<file path="src/rtl/ioa_pkg.sv">
// Shared constants for the I/O adapter register bank
package ioa_pkg;
  // Register indices; byte address is four times the index
  localparam logic [3:0] IDX_PB    = 4'h0;
  localparam logic [3:0] IDX_PA    = 4'h1;
  localparam logic [3:0] IDX_PORT_B_DIRECTION  = 4'h2;
  localparam logic [3:0] IDX_PORT_A_DIRECTION  = 4'h3;
  localparam logic [3:0] IDX_T1CL  = 4'h4;
  localparam logic [3:0] IDX_T1CH  = 4'h5;
  localparam logic [3:0] IDX_T1LL  = 4'h6;
  localparam logic [3:0] IDX_T1LH  = 4'h7;
  localparam logic [3:0] IDX_T2CL  = 4'h8;
  localparam logic [3:0] IDX_T2CH  = 4'h9;
  localparam logic [3:0] IDX_SHIFT = 4'hA;
  localparam logic [3:0] IDX_AUX   = 4'hB;
  localparam logic [3:0] IDX_PCTL  = 4'hC;
  localparam logic [3:0] IDX_FLAGS = 4'hD;
  localparam logic [3:0] IDX_ENAB  = 4'hE;
  localparam logic [3:0] IDX_PANH  = 4'hF;
  // Auxiliary control fields
  localparam int AUX_LATCH_A = 0;
  localparam int AUX_LATCH_B = 1;
  localparam int AUX_SR_EN   = 2;
  localparam int AUX_SR_OUT  = 4;
  localparam int AUX_T2_PULS = 5;
  localparam int AUX_T1_FREE = 6;
  // Peripheral control fields
  localparam int PCR_CA1_POS = 0;
  localparam int PCR_CB1_POS = 4;
  // Interrupt flag positions
  localparam int FLG_CA1   = 1;
  localparam int FLG_SR    = 2;
  localparam int FLG_CB1   = 4;
  localparam int FLG_T2    = 5;
  localparam int FLG_T1    = 6;
  localparam int FLG_ANY   = 7;
  // Reset values
  localparam logic [7:0] RST_BYTE = 8'h00;
  localparam logic [7:0] RST_LTCH = 8'hFF;
  // Shifter state
  typedef enum logic [1:0] {
    SR_IDLE  = 2'b01,
    SR_SHIFT = 2'b10
  } ioa_sr_state_t;
endpackage

</file>
<file path="src/rtl/ioa_top.sv">
// I/O adapter: two ports, two timers, shifter, interrupts, APB registers
`timescale 1ns/1ps
module ioa_top #(
  parameter int TW = 16
) (
  input  wire logic       pclk,
  input  wire logic       presetn,
  input  wire logic       psel,
  input  wire logic       penable,
  input  wire logic       pwrite,
  input  wire logic [11:0] paddr,
  input  wire logic [31:0] pwdata,
  input  wire logic [3:0] pstrb,
  output logic [31:0]     prdata,
  output logic            pready,
  output logic            pslverr,
  input  wire logic [7:0] port_a_lines_in,
  output logic [7:0]      port_a_lines_out,
  output logic [7:0]      port_a_lines_oe_n,
  input  wire logic [7:0] port_b_lines_in,
  output logic [7:0]      port_b_lines_out,
  output logic [7:0]      port_b_lines_oe_n,
  input  wire logic       ca1,
  output logic            ca2,
  input  wire logic       cb1,
  input  wire logic       serial_in,
  output logic            serial_out,
  output logic            irq
);
  import ioa_pkg::*;

  logic [7:0]    ora_q, orb_q, port_a_direction_q, port_b_direction_q, ira_q, irb_q;
  logic          lat_a_q, lat_b_q;
  logic [7:0]    aux_q, pctl_q, flags_q, enab_q, shift_q;
  logic [TW-1:0] t1_q, t2_q;
  logic [7:0]    t1l_lo_q, t1l_hi_q, t2l_lo_q;
  logic          t1_arm_q, t2_arm_q, ca1_q, cb1_q, ca2_q;
  logic [2:0]    sr_cnt_q;
  ioa_sr_state_t sr_st_q;
  logic [31:0]   prdata_q;
  logic          pready_q, pslverr_q, irq_q;
  logic [7:0]    rdat, set_flags, clr_flags;
  logic          ca1_edge, cb1_edge, t1_zero, t2_zero, t2_tick;
  logic          wr_done, rd_done, map_ok;
  logic [3:0]    idx;

  // Edge of a control input in the chosen polarity
  function automatic logic edge_hit(logic now, logic prev, logic pos);
    return pos ? (now & ~prev) : (~now & prev);
  endfunction

  // Bus word index; bits outside the map answer with an error
  assign idx     = paddr[5:2];
  assign map_ok  = (paddr[11:6] == 6'h00) && (paddr[1:0] == 2'b00);
  assign wr_done = psel & penable & pready_q & pwrite & map_ok & pstrb[0];
  assign rd_done = psel & penable & pready_q & ~pwrite & map_ok;

  assign ca1_edge = edge_hit(ca1, ca1_q, pctl_q[PCR_CA1_POS]);
  assign cb1_edge = edge_hit(cb1, cb1_q, pctl_q[PCR_CB1_POS]);
  assign t1_zero  = (t1_q == '0);
  assign t2_zero  = (t2_q == '0);
  // Pulse mode counts cb1 edges, interval mode counts clocks
  assign t2_tick  = aux_q[AUX_T2_PULS] ? cb1_edge : 1'b1;

  // Read data mux
  always_comb
  begin
    rdat = RST_BYTE;
    if (idx == IDX_PB)
      rdat = (orb_q & port_b_direction_q) | (~port_b_direction_q & (lat_b_q ? irb_q : port_b_lines_in));
    else if (idx == IDX_PA || idx == IDX_PANH)
      rdat = lat_a_q ? ira_q : port_a_lines_in;
    else if (idx == IDX_PORT_B_DIRECTION)
      rdat = port_b_direction_q;
    else if (idx == IDX_PORT_A_DIRECTION)
      rdat = port_a_direction_q;
    else if (idx == IDX_T1CL)
      rdat = t1_q[7:0];
    else if (idx == IDX_T1CH)
      rdat = t1_q[15:8];
    else if (idx == IDX_T1LL)
      rdat = t1l_lo_q;
    else if (idx == IDX_T1LH)
      rdat = t1l_hi_q;
    else if (idx == IDX_T2CL)
      rdat = t2_q[7:0];
    else if (idx == IDX_T2CH)
      rdat = t2_q[15:8];
    else if (idx == IDX_SHIFT)
      rdat = shift_q;
    else if (idx == IDX_AUX)
      rdat = aux_q;
    else if (idx == IDX_PCTL)
      rdat = pctl_q;
    else if (idx == IDX_FLAGS)
      rdat = {|(flags_q[6:0] & enab_q[6:0]), flags_q[6:0]};
    else
      rdat = enab_q;
  end

  // APB answer: no wait states, data latched during setup
  always_ff @(posedge pclk or negedge presetn)
  begin
    if (!presetn)
    begin
      pready_q  <= 1'b0;
      pslverr_q <= 1'b0;
      prdata_q  <= 32'h0000_0000;
    end
    else if (psel && !penable)
    begin
      pready_q  <= 1'b1;
      pslverr_q <= ~map_ok;
      prdata_q  <= {24'h00_0000, map_ok ? rdat : RST_BYTE};
    end
    else
    begin
      pready_q  <= 1'b0;
      pslverr_q <= 1'b0;
    end
  end

  // Port output, direction and control registers
  always_ff @(posedge pclk or negedge presetn)
  begin
    if (!presetn)
    begin
      ora_q  <= RST_BYTE;
      orb_q  <= RST_BYTE;
      port_a_direction_q <= RST_BYTE;
      port_b_direction_q <= RST_BYTE;
      aux_q  <= RST_BYTE;
      pctl_q <= RST_BYTE;
      enab_q <= RST_BYTE;
    end
    else if (wr_done)
    begin
      if (idx == IDX_PB)
        orb_q <= pwdata[7:0];
      else if (idx == IDX_PA || idx == IDX_PANH)
        ora_q <= pwdata[7:0];
      else if (idx == IDX_PORT_B_DIRECTION)
        port_b_direction_q <= pwdata[7:0];
      else if (idx == IDX_PORT_A_DIRECTION)
        port_a_direction_q <= pwdata[7:0];
      else if (idx == IDX_AUX)
        aux_q <= pwdata[7:0];
      else if (idx == IDX_PCTL)
        pctl_q <= pwdata[7:0];
      else if (idx == IDX_ENAB)
        enab_q <= pwdata[7:0];
    end
  end

  // Input latches; reading the port reopens the latch
  always_ff @(posedge pclk or negedge presetn)
  begin
    if (!presetn)
    begin
      ira_q   <= RST_BYTE;
      irb_q   <= RST_BYTE;
      lat_a_q <= 1'b0;
      lat_b_q <= 1'b0;
      ca1_q   <= 1'b0;
      cb1_q   <= 1'b0;
    end
    else
    begin
      ca1_q <= ca1;
      cb1_q <= cb1;
      if (ca1_edge && aux_q[AUX_LATCH_A])
      begin
        ira_q   <= port_a_lines_in;
        lat_a_q <= 1'b1;
      end
      else if (rd_done && (idx == IDX_PA || idx == IDX_PANH))
        lat_a_q <= 1'b0;
      if (cb1_edge && aux_q[AUX_LATCH_B])
      begin
        irb_q   <= port_b_lines_in;
        lat_b_q <= 1'b1;
      end
      else if (rd_done && idx == IDX_PB)
        lat_b_q <= 1'b0;
    end
  end

  // Handshake line: access via code one drops it, ca1 edge raises it
  always_ff @(posedge pclk or negedge presetn)
  begin
    if (!presetn)
      ca2_q <= 1'b1;
    else if (ca1_edge)
      ca2_q <= 1'b1;
    else if ((wr_done || rd_done) && idx == IDX_PA)
      ca2_q <= 1'b0;
  end

  // Timer one: latches, load on high write, one-shot or free run
  always_ff @(posedge pclk or negedge presetn)
  begin
    if (!presetn)
    begin
      t1_q     <= '1;
      t1l_lo_q <= RST_LTCH;
      t1l_hi_q <= RST_LTCH;
      t1_arm_q <= 1'b0;
    end
    else
    begin
      if (wr_done && (idx == IDX_T1CL || idx == IDX_T1LL))
        t1l_lo_q <= pwdata[7:0];
      if (wr_done && (idx == IDX_T1CH || idx == IDX_T1LH))
        t1l_hi_q <= pwdata[7:0];
      if (wr_done && idx == IDX_T1CH)
      begin
        t1_q     <= {pwdata[7:0], t1l_lo_q};
        t1_arm_q <= 1'b1;
      end
      else if (t1_zero && aux_q[AUX_T1_FREE])
        t1_q <= {t1l_hi_q, t1l_lo_q};
      else
      begin
        t1_q <= t1_q - 1'b1;
        if (t1_zero)
          t1_arm_q <= 1'b0;
      end
    end
  end

  // Timer two: interval or pulse counter, one interrupt per load
  always_ff @(posedge pclk or negedge presetn)
  begin
    if (!presetn)
    begin
      t2_q     <= '1;
      t2l_lo_q <= RST_LTCH;
      t2_arm_q <= 1'b0;
    end
    else
    begin
      if (wr_done && idx == IDX_T2CL)
        t2l_lo_q <= pwdata[7:0];
      if (wr_done && idx == IDX_T2CH)
      begin
        t2_q     <= {pwdata[7:0], t2l_lo_q};
        t2_arm_q <= 1'b1;
      end
      else if (t2_tick)
      begin
        t2_q <= t2_q - 1'b1;
        if (t2_zero)
          t2_arm_q <= 1'b0;
      end
    end
  end

  // Shifter: eight bits per access, in or out per aux bit
  always_ff @(posedge pclk or negedge presetn)
  begin
    if (!presetn)
    begin
      shift_q  <= RST_BYTE;
      sr_cnt_q <= 3'd0;
      sr_st_q  <= SR_IDLE;
    end
    else
    begin
      case (sr_st_q)
        SR_IDLE:
        begin
          if (wr_done && idx == IDX_SHIFT)
            shift_q <= pwdata[7:0];
          // Any access starts a byte when the shifter is enabled
          if ((wr_done || rd_done) && idx == IDX_SHIFT && aux_q[AUX_SR_EN])
          begin
            sr_st_q  <= SR_SHIFT;
            sr_cnt_q <= 3'd0;
          end
        end
        SR_SHIFT:
        begin
          shift_q  <= {shift_q[6:0], aux_q[AUX_SR_OUT] ? shift_q[7] : serial_in};
          sr_cnt_q <= sr_cnt_q + 3'd1;
          if (sr_cnt_q == 3'd7)
            sr_st_q <= SR_IDLE;
        end
        default:
          sr_st_q <= SR_IDLE;
      endcase
    end
  end

  // Serial output bit, held from a flop
  always_ff @(posedge pclk or negedge presetn)
  begin
    if (!presetn)
      serial_out <= 1'b0;
    else
      serial_out <= shift_q[7];
  end

  // Flag events; set wins over clear
  always_comb
  begin
    set_flags = RST_BYTE;
    set_flags[FLG_CA1] = ca1_edge;
    set_flags[FLG_CB1] = cb1_edge;
    set_flags[FLG_T1]  = t1_zero & t1_arm_q;
    set_flags[FLG_T2]  = t2_zero & t2_arm_q & t2_tick;
    set_flags[FLG_SR]  = (sr_st_q == SR_SHIFT) && (sr_cnt_q == 3'd7);
    clr_flags = RST_BYTE;
    if (wr_done && idx == IDX_FLAGS)
      clr_flags = pwdata[7:0];
    if ((wr_done || rd_done) && idx == IDX_PA)
      clr_flags[FLG_CA1] = 1'b1;
    if ((wr_done || rd_done) && idx == IDX_PB)
      clr_flags[FLG_CB1] = 1'b1;
    if ((wr_done && idx == IDX_T1CH) || (rd_done && idx == IDX_T1CL))
      clr_flags[FLG_T1] = 1'b1;
    if ((wr_done && idx == IDX_T2CH) || (rd_done && idx == IDX_T2CL))
      clr_flags[FLG_T2] = 1'b1;
    if ((wr_done || rd_done) && idx == IDX_SHIFT)
      clr_flags[FLG_SR] = 1'b1;
  end

  // Sticky flags and interrupt level
  always_ff @(posedge pclk or negedge presetn)
  begin
    if (!presetn)
    begin
      flags_q <= RST_BYTE;
      irq_q   <= 1'b0;
    end
    else
    begin
      flags_q <= ((flags_q & ~clr_flags) | set_flags) & 8'h7F;
      irq_q   <= |(((flags_q & ~clr_flags) | set_flags) & enab_q & 8'h7F);
    end
  end

  // Outputs from flops; the port output enables are the inverted direction flops
  assign prdata            = prdata_q;
  assign pready            = pready_q;
  assign pslverr           = pslverr_q;
  assign port_a_lines_out  = ora_q;
  assign port_a_lines_oe_n = ~port_a_direction_q;
  assign port_b_lines_out  = orb_q;
  assign port_b_lines_oe_n = ~port_b_direction_q;
  assign ca2               = ca2_q;
  assign irq               = irq_q;
endmodule

</file>
<file path="config.mk">
export PLATFORM = sky130hd
export DESIGN_NAME = ioa_top
export DESIGN_NICKNAME = d
export VERILOG_FILES = /design/src/rtl/ioa_pkg.sv /design/src/rtl/ioa_top.sv
export SDC_FILE = /design/constraint.sdc
export NUM_CORES = 1
export LEC_CHECK = 0
export BUFFER_PORTS_ARGS = -buffer_cell sky130_fd_sc_hd__clkbuf_2
export CAP_MARGIN = 20
export CORE_ASPECT_RATIO = 1.4
export CORE_MARGIN = 5
export CORE_UTILIZATION = 25
export DETAILED_ROUTE_END_ITERATION = 12
export PLACE_DENSITY_LB_ADDON = 0.3
export SKIP_LAST_GASP = 1
export SLEW_MARGIN = 20
export SYNTH_ARGS = -nofsm -noshare
export SYNTH_HDL_FRONTEND = slang
export SYNTH_SLANG_ARGS = --single-unit
</file>
<file path="constraint.sdc">
create_clock -name pclk -period 5.3 [get_ports pclk]
set_input_delay 0.265 -clock pclk [delete_from_list [all_inputs] [get_ports pclk]]
set_output_delay 0.265 -clock pclk [all_outputs]
set_load 0.02 [all_outputs]
</file>
== Yosys cells after proc, flatten, opt, wreduce, memory -nomap -nowiden ==
Cells that the tools add are included.

* Register bits after elaboration: 167
* Memories kept: 0
* Output and inout bits: 69
* Bits in latches: 0
* Memory bits (read-only): 0
* Logic and storage cells: 197
* Bits of input ports: 72
* Memory bits (writable): 0

* $lt $le $gt $ge: 0
* Add/subtract/negate cells: 3
* Eq/ne operators: 22
* Bitwise operators: 36
* Mux-type cells: 52
* Shift-type cells: 0
* Div/mod/pow operators: 0
* Reductions and logical operators: 54
* $mul: 0

{| class="wikitable"
|+ Operator list
! cell !! count
|-
| 8-bit two-way mux || 18
|-
| 16-bit two-way mux || 4
|-
| 4-bit == test (second input constant) || 8
|-
| 16-bit zero test || 2
|-
| 16-bit by 1-bit subtractor with 16-bit output (second input constant) || 2
|-
| 1-bit two-way mux || 23
|-
| 7-bit bitwise AND || 3
|-
| 1-bit logical AND || 21
|-
| 8-bit bitwise AND || 2
|-
| 4-bit by 3-bit == test with 1-bit output (second input constant) || 4
|-
| 8-bit NOT || 2
|-
| 8-bit one-hot mux with 2 select lines || 1
|-
| 1-bit bitwise AND || 14
|-
| 2-bit nonzero test || 7
|-
| 7-bit OR reduction || 2
|-
| 1-bit NOT || 12
|-
| 2-bit AND reduction || 6
|-
| 4-bit by 2-bit == test with 1-bit output (second input constant) || 2
|-
| 2-bit != test (second input constant) || 4
|-
| 8-bit bitwise OR || 1
|-
| 8-bit AND reduction || 1
|-
| 7-bit two-way mux || 1
|-
| 7-bit NOT || 1
|-
| 7-bit bitwise OR || 1
|-
| other kinds (19) || 25
|}

== Logic depth before layout (Yosys ltp) ==
* Depth after elaboration: 17
* Gate-level depth with buffers: 9
* Gate-level depth less buffers: 8

== Worst setup path after synthesis ==
OpenSTA, ideal clock, no wires.

* Path type: register -> register
* Start: register t1_q[11]
* End: register t1_q[15]
* Path buffers: 0
* Path slack: 3.094 ns
* Data required time: 5.223 ns
* Cell stages (with the launch flop): 7
* Arrival time: 2.129 ns
* Library setup time: 0.077 ns
* Cell sequence: dfstp_2 or4_4 or4_4 or4_4 o21ai_0 a21oi_1 a21o_1

* Longest elaborated chain between the ends: 4

{| class="wikitable"
|+ RTL lines
! what !! RTL line !! source
|-
| from (decl) || ioa_top.sv:35 || <nowiki>logic [TW-1:0] t1_q, t2_q;</nowiki>
|-
| from (signal assigned) || ioa_top.sv:217 || <nowiki>t1_q <= {pwdata[7:0], t1l_lo_q};</nowiki>
|-
| from (signal assigned) || ioa_top.sv:221 || <nowiki>t1_q <= {t1l_hi_q, t1l_lo_q};</nowiki>
|-
| from (signal assigned) || ioa_top.sv:224 || <nowiki>t1_q <= t1_q - 1'b1;</nowiki>
|-
| branches (longest 2 deep; another with 16-bit by 1-bit subtractor with 16-bit output) || n/a ||
|-
| 16-bit two-way mux (*) || ioa_top.sv:220 || <nowiki>else if (t1_zero && aux_q[AUX_T1_FREE])</nowiki>
|-
| 16-bit two-way mux (*) || ioa_top.sv:215 || <nowiki>if (wr_done && idx == IDX_T1CH)</nowiki>
|}

Mark *: on every way between the ends.
A chain may end at the register's enable or synchronous reset.

== Worst setup path after layout ==
* Start: input paddr[5]
* End: register shift_q[0]

* Longest elaborated chain between the ends: 4

{| class="wikitable"
|+ RTL lines
! what !! RTL line !! source
|-
| from (decl) || ioa_top.sv:11 || <nowiki>input wire logic [11:0] paddr,</nowiki>
|-
| 4-bit == test || ioa_top.sv:272 || <nowiki>if (wr_done && idx == IDX_SHIFT)</nowiki>
|-
| 1-bit logical AND || ioa_top.sv:272 ||
|-
| 2-bit != test (no line) || n/a ||
|-
| 2-bit AND reduction (no line) || n/a ||
|-
| to (signal assigned) || ioa_top.sv:273 || <nowiki>shift_q <= pwdata[7:0];</nowiki>
|-
| to (signal assigned) || ioa_top.sv:283 || <nowiki>shift_q <= {shift_q[6:0], aux_q[AUX_SR_OUT] ? shift_q[7] : serial_in};</nowiki>
|-
| to (decl) || ioa_top.sv:34 || <nowiki>logic [7:0] aux_q, pctl_q, flags_q, enab_q, shift_q;</nowiki>
|}

Every way passes these cells.

==> impl_metrics.json <==
{
  "clk_pin_slew_worst_paths_ps": 60,
  "cp.depth": 6,
  "powerDensity_nw_per_um2": 301,
  "finalCriticalPeriod_ps": 2780,
  "setup_viol": 0,
  "combPwrFrac_pct": 12.6,
  "synth-edff-count": 0,
  "crit_slowest_cell": "nand2b_1",
  "die_w_um": 172,
  "grt_pass1_wl_mm": 45.6,
  "place_ws_ps": 2140,
  "crit_top_cell": "nand2_1",
  "worst-path-buf-inv": 1,
  "switching_share_pct": 27.3,
  "skew_ps": 9.17,
  "io_buffers": 89,
  "drive_gt1_share_pct": 31.0,
  "cts_buffer_depth": 2,
  "synth_cell_types": 71,
  "worst-setup-path-type": "in2reg",
  "overflow": 0,
  "die-area_sq_um": 40600,
  "status": "finished, final reports clean",
  "cts_tree": "yes",
  "yosys_most_used_dff": "dfrtp_1",
  "clk_latency_ps": 440,
  "start_util_pct": 25.1,
  "grt_usage_pct": 14.7,
  "dpl.hpwl_mm": 21.5,
  "netSwitchingPower_uw": 869,
  "grt_pass1_vias": 7392,
  "clkSinkCount": 167,
  "holdCritStartpoint": "port_a_lines_in[7]",
  "syn_inst": 912,
  "detail-route-antenna-nets": 0,
  "pwr-share-seq_pct": 47.1,
  "crit_start": "paddr[5]",
  "yosysWarnings": 0,
  "synthToLayoutAreaGrowth_pct": 15.7,
  "drt_iter0_drc": 673,
  "tns_ps": 0,
  "worst_slew_pin_slew_ps": 1100,
  "slowest_delay_ps": 670,
  "fp-row-count": 83,
  "routed_via_density": 5.08,
  "rrSetupSlack_ps": 2600,
  "place_congestion": 0.886,
  "first_pass_iters": 5,
  "arrival_ps": 3100,
  "synth_area_per_cell_sq_um": 10.0,
  "grt_max_degree": 77,
  "min_path_type": "in2reg",
  "final-seq-area_sq_um": 4250,
  "diodes": 0,
  "hold_viol": 0,
  "rsz0062_at_grt": "no",
  "critPathLaunchType": "input port",
  "leakage_uw": 0.00454,
  "nFillCells": 3801,
  "die_h_um": 236,
  "regToRegStartpoint": "pready",
  "cp.required_ps": 5620,
  "rr_endpoint": "irq",
  "critPathMaxFanout": 36,
  "ctsRootBufferMaster": "clkbuf_16",
  "cts_made_buffers": 17,
  "yosysSeqAreaShare_pct": 46.5,
  "fin_ws_ps": 2520,
  "htree_levels": 4,
  "antenna_found_initial": 0,
  "fin_crit_sh_pct": 52.4,
  "clockPowerShare_pct": 40.3,
  "multiInputGateArea_sq_um": 4470,
  "finalNetCount": 1056,
  "via_count": 7423,
  "ir_drop_v": 0.000212,
  "end_kind": "flop",
  "cp_top_family": "simple AND/OR/NAND/NOR gates",
  "p_int_uw": 2320,
  "route.detailed.drc": 0,
  "crit_chain": "clkbuf_2 -> nand2b_1 -> nor4b_1 -> nand2_1 -> nand2_1 -> mux2_2",
  "slew_headroom_pct": 25.8,
  "r2r_cells": 6,
  "drv_cap": 0,
  "mappedNetlistArea_sq_um": 9150,
  "cp-endpoint": "shift_q[0]",
  "wl_per_cell_um": 20.4,
  "core_sq_um": 36500,
  "max_freq_mhz": 360,
  "async_reset_ff_share_pct": 100,
  "wirelength_mm": 29.7,
  "synth-seq-cells": 167,
  "boundaryPins": 141,
  "drv_slew": 0
}
==> layout by cell type, fill, tap and decap left out, types with 9 or more instances in the layout <==
master and instances:
nor3_1 21, o221ai_1 9, nor4_1 11, nand3_1 10, conb_1 24, mux2i_1 20
nor2_1 41, dfrtp_1 109, buf_4 10, xnor2_1 17, xor2_1 11, o22ai_1 16
clkbuf_2 88, inv_1 30, o21ai_0 64, a21oi_1 50, nor2b_1 10, clkbuf_16 18
mux2_2 97, nand2_1 92, dfstp_2 58, o31ai_1 13, nand2b_1 12, a31oi_1 11
==> cell families (layout without fill, tap and decap cells) <==
logic type,count (synthesis),count (layout),share of synthesized area [%]
simple gates,258,258,14.5
compound gates,231,231,16.1
flops,167,167,46.5
mux,117,117,14.1
buf+inv,106,164,5.57
xor+xnor,28,28,2.68
fa+ha+maj,4,4,0.547
other cells,1,24,0.0410
==> per-stage QoR <==
| step | power (uW) | std cells | util, % | instance area, sq um | hold WS [ps] |
|---|---|---|---|---|---|
| floorplan | 1760 | 935 | - | 9230 | -30.6 |
| global placement | 1910 | 1424 | 27.3 | 9940 | 380 |
| detailed placement | 1920 | 1425 | 27.3 | 9950 | 369 |
| CTS | 3220 | 1460 | 29.0 | 10600 | 58.7 |
| global route | 3330 | 1460 | 29.0 | 10600 | 64.9 |
| finish | 3190 | 1460 | 29.0 | 10600 | 76.2 |
==> Yosys cell counts (7+ instances only) <==
master	instances	area (sq um)
xnor2_1	17	149
o31ai_1	13	97.6
dfstp_2	58	1520
o22ai_1	16	100
o21a_1	8	60.1
a31oi_1	11	68.8
nand2b_1	12	75.1
a21boi_0	8	60.1
or2_2	7	43.8
buf_2	8	40.0
nand3_1	10	50.1
nor4_1	11	68.8
nor3_1	21	105
a21oi_1	50	250
nor2_1	41	154
dfrtp_1	109	2730
nand2_1	92	345
mux2_2	97	1090
buf_4	25	188
xor2_1	11	96.3
o221ai_1	9	78.8
inv_1	30	113
o211ai_1	7	52.6
nor2b_1	10	62.6
mux2i_1	20	200
o21ai_0	64	320
clkbuf_1	37	139
==> routing by layer <==
metal  global-route usage (%)  up-vias  wire [um]
met4                     5.96        0        937
met5                        0        -          0
met2                     25.0      270      14800
met3                     2.21       47       1600
met1                     18.5     3717      12400
li1                         -     3389          -
==> state kept, by name (all words and copies together) (netlist names), 2 cells and up <==
| name | count |
|---|---|
| port_b_direction_q | 8 |
| port_a_lines_out | 8 |
| irb_q | 8 |
| t2l_lo_q | 8 |
| port_b_lines_out | 8 |
| ira_q | 8 |
| pctl_q | 8 |
| enab_q | 8 |
| t1l_hi_q | 8 |
| flags_q | 7 |
| t2_q | 16 |
| port_a_direction_q | 8 |
| shift_q | 8 |
| sr_st_q | 2 |
| t1l_lo_q | 8 |
| sr_cnt_q | 3 |
| prdata | 8 |
| t1_q | 16 |
| aux_q | 8 |
==> power groups by stage <==
stage | sequential [uW] | clock [uW] | combinational, uW
floorplan | 1480 | 0 | 284
global placement | 1510 | 0 | 396
detailed placement | 1520 | 0 | 398
CTS | 1500 | 1320 | 403
global route | 1510 | 1370 | 449
finish | 1500 | 1280 | 402
==> area by class of cell <==
type	count	share of cell area (%)
multi-input cells	662	42.3
repair buffers	102	5.26
inverters	30	1.06
flip-flops and latches	167	40.2
well taps	467	5.52
clock buffers	26	4.92
clock inverters	6	0.816
==> worst min path at each step <==
stage / cells after the start / to / slack [ps]
5_1_grt: 2 / ira_q[1] / 60
4_1_cts: 2 / ira_q[1] / 60
2_1_floorplan: 0 / aux_q[0] / -30
3_5_place_dp: 1 / t1_arm_q / 370
3_3_place_gp: 1 / port_a_direction_q[2] / 380
6_report: 2 / ira_q[7] / 80
==> repair_timing <==
action,CTS,global route
setup buffers,0,0
resized for setup,0,0
hold buffers,3,0
hold endpoints to repair,36,0
(Power assumes the default switching activity.)
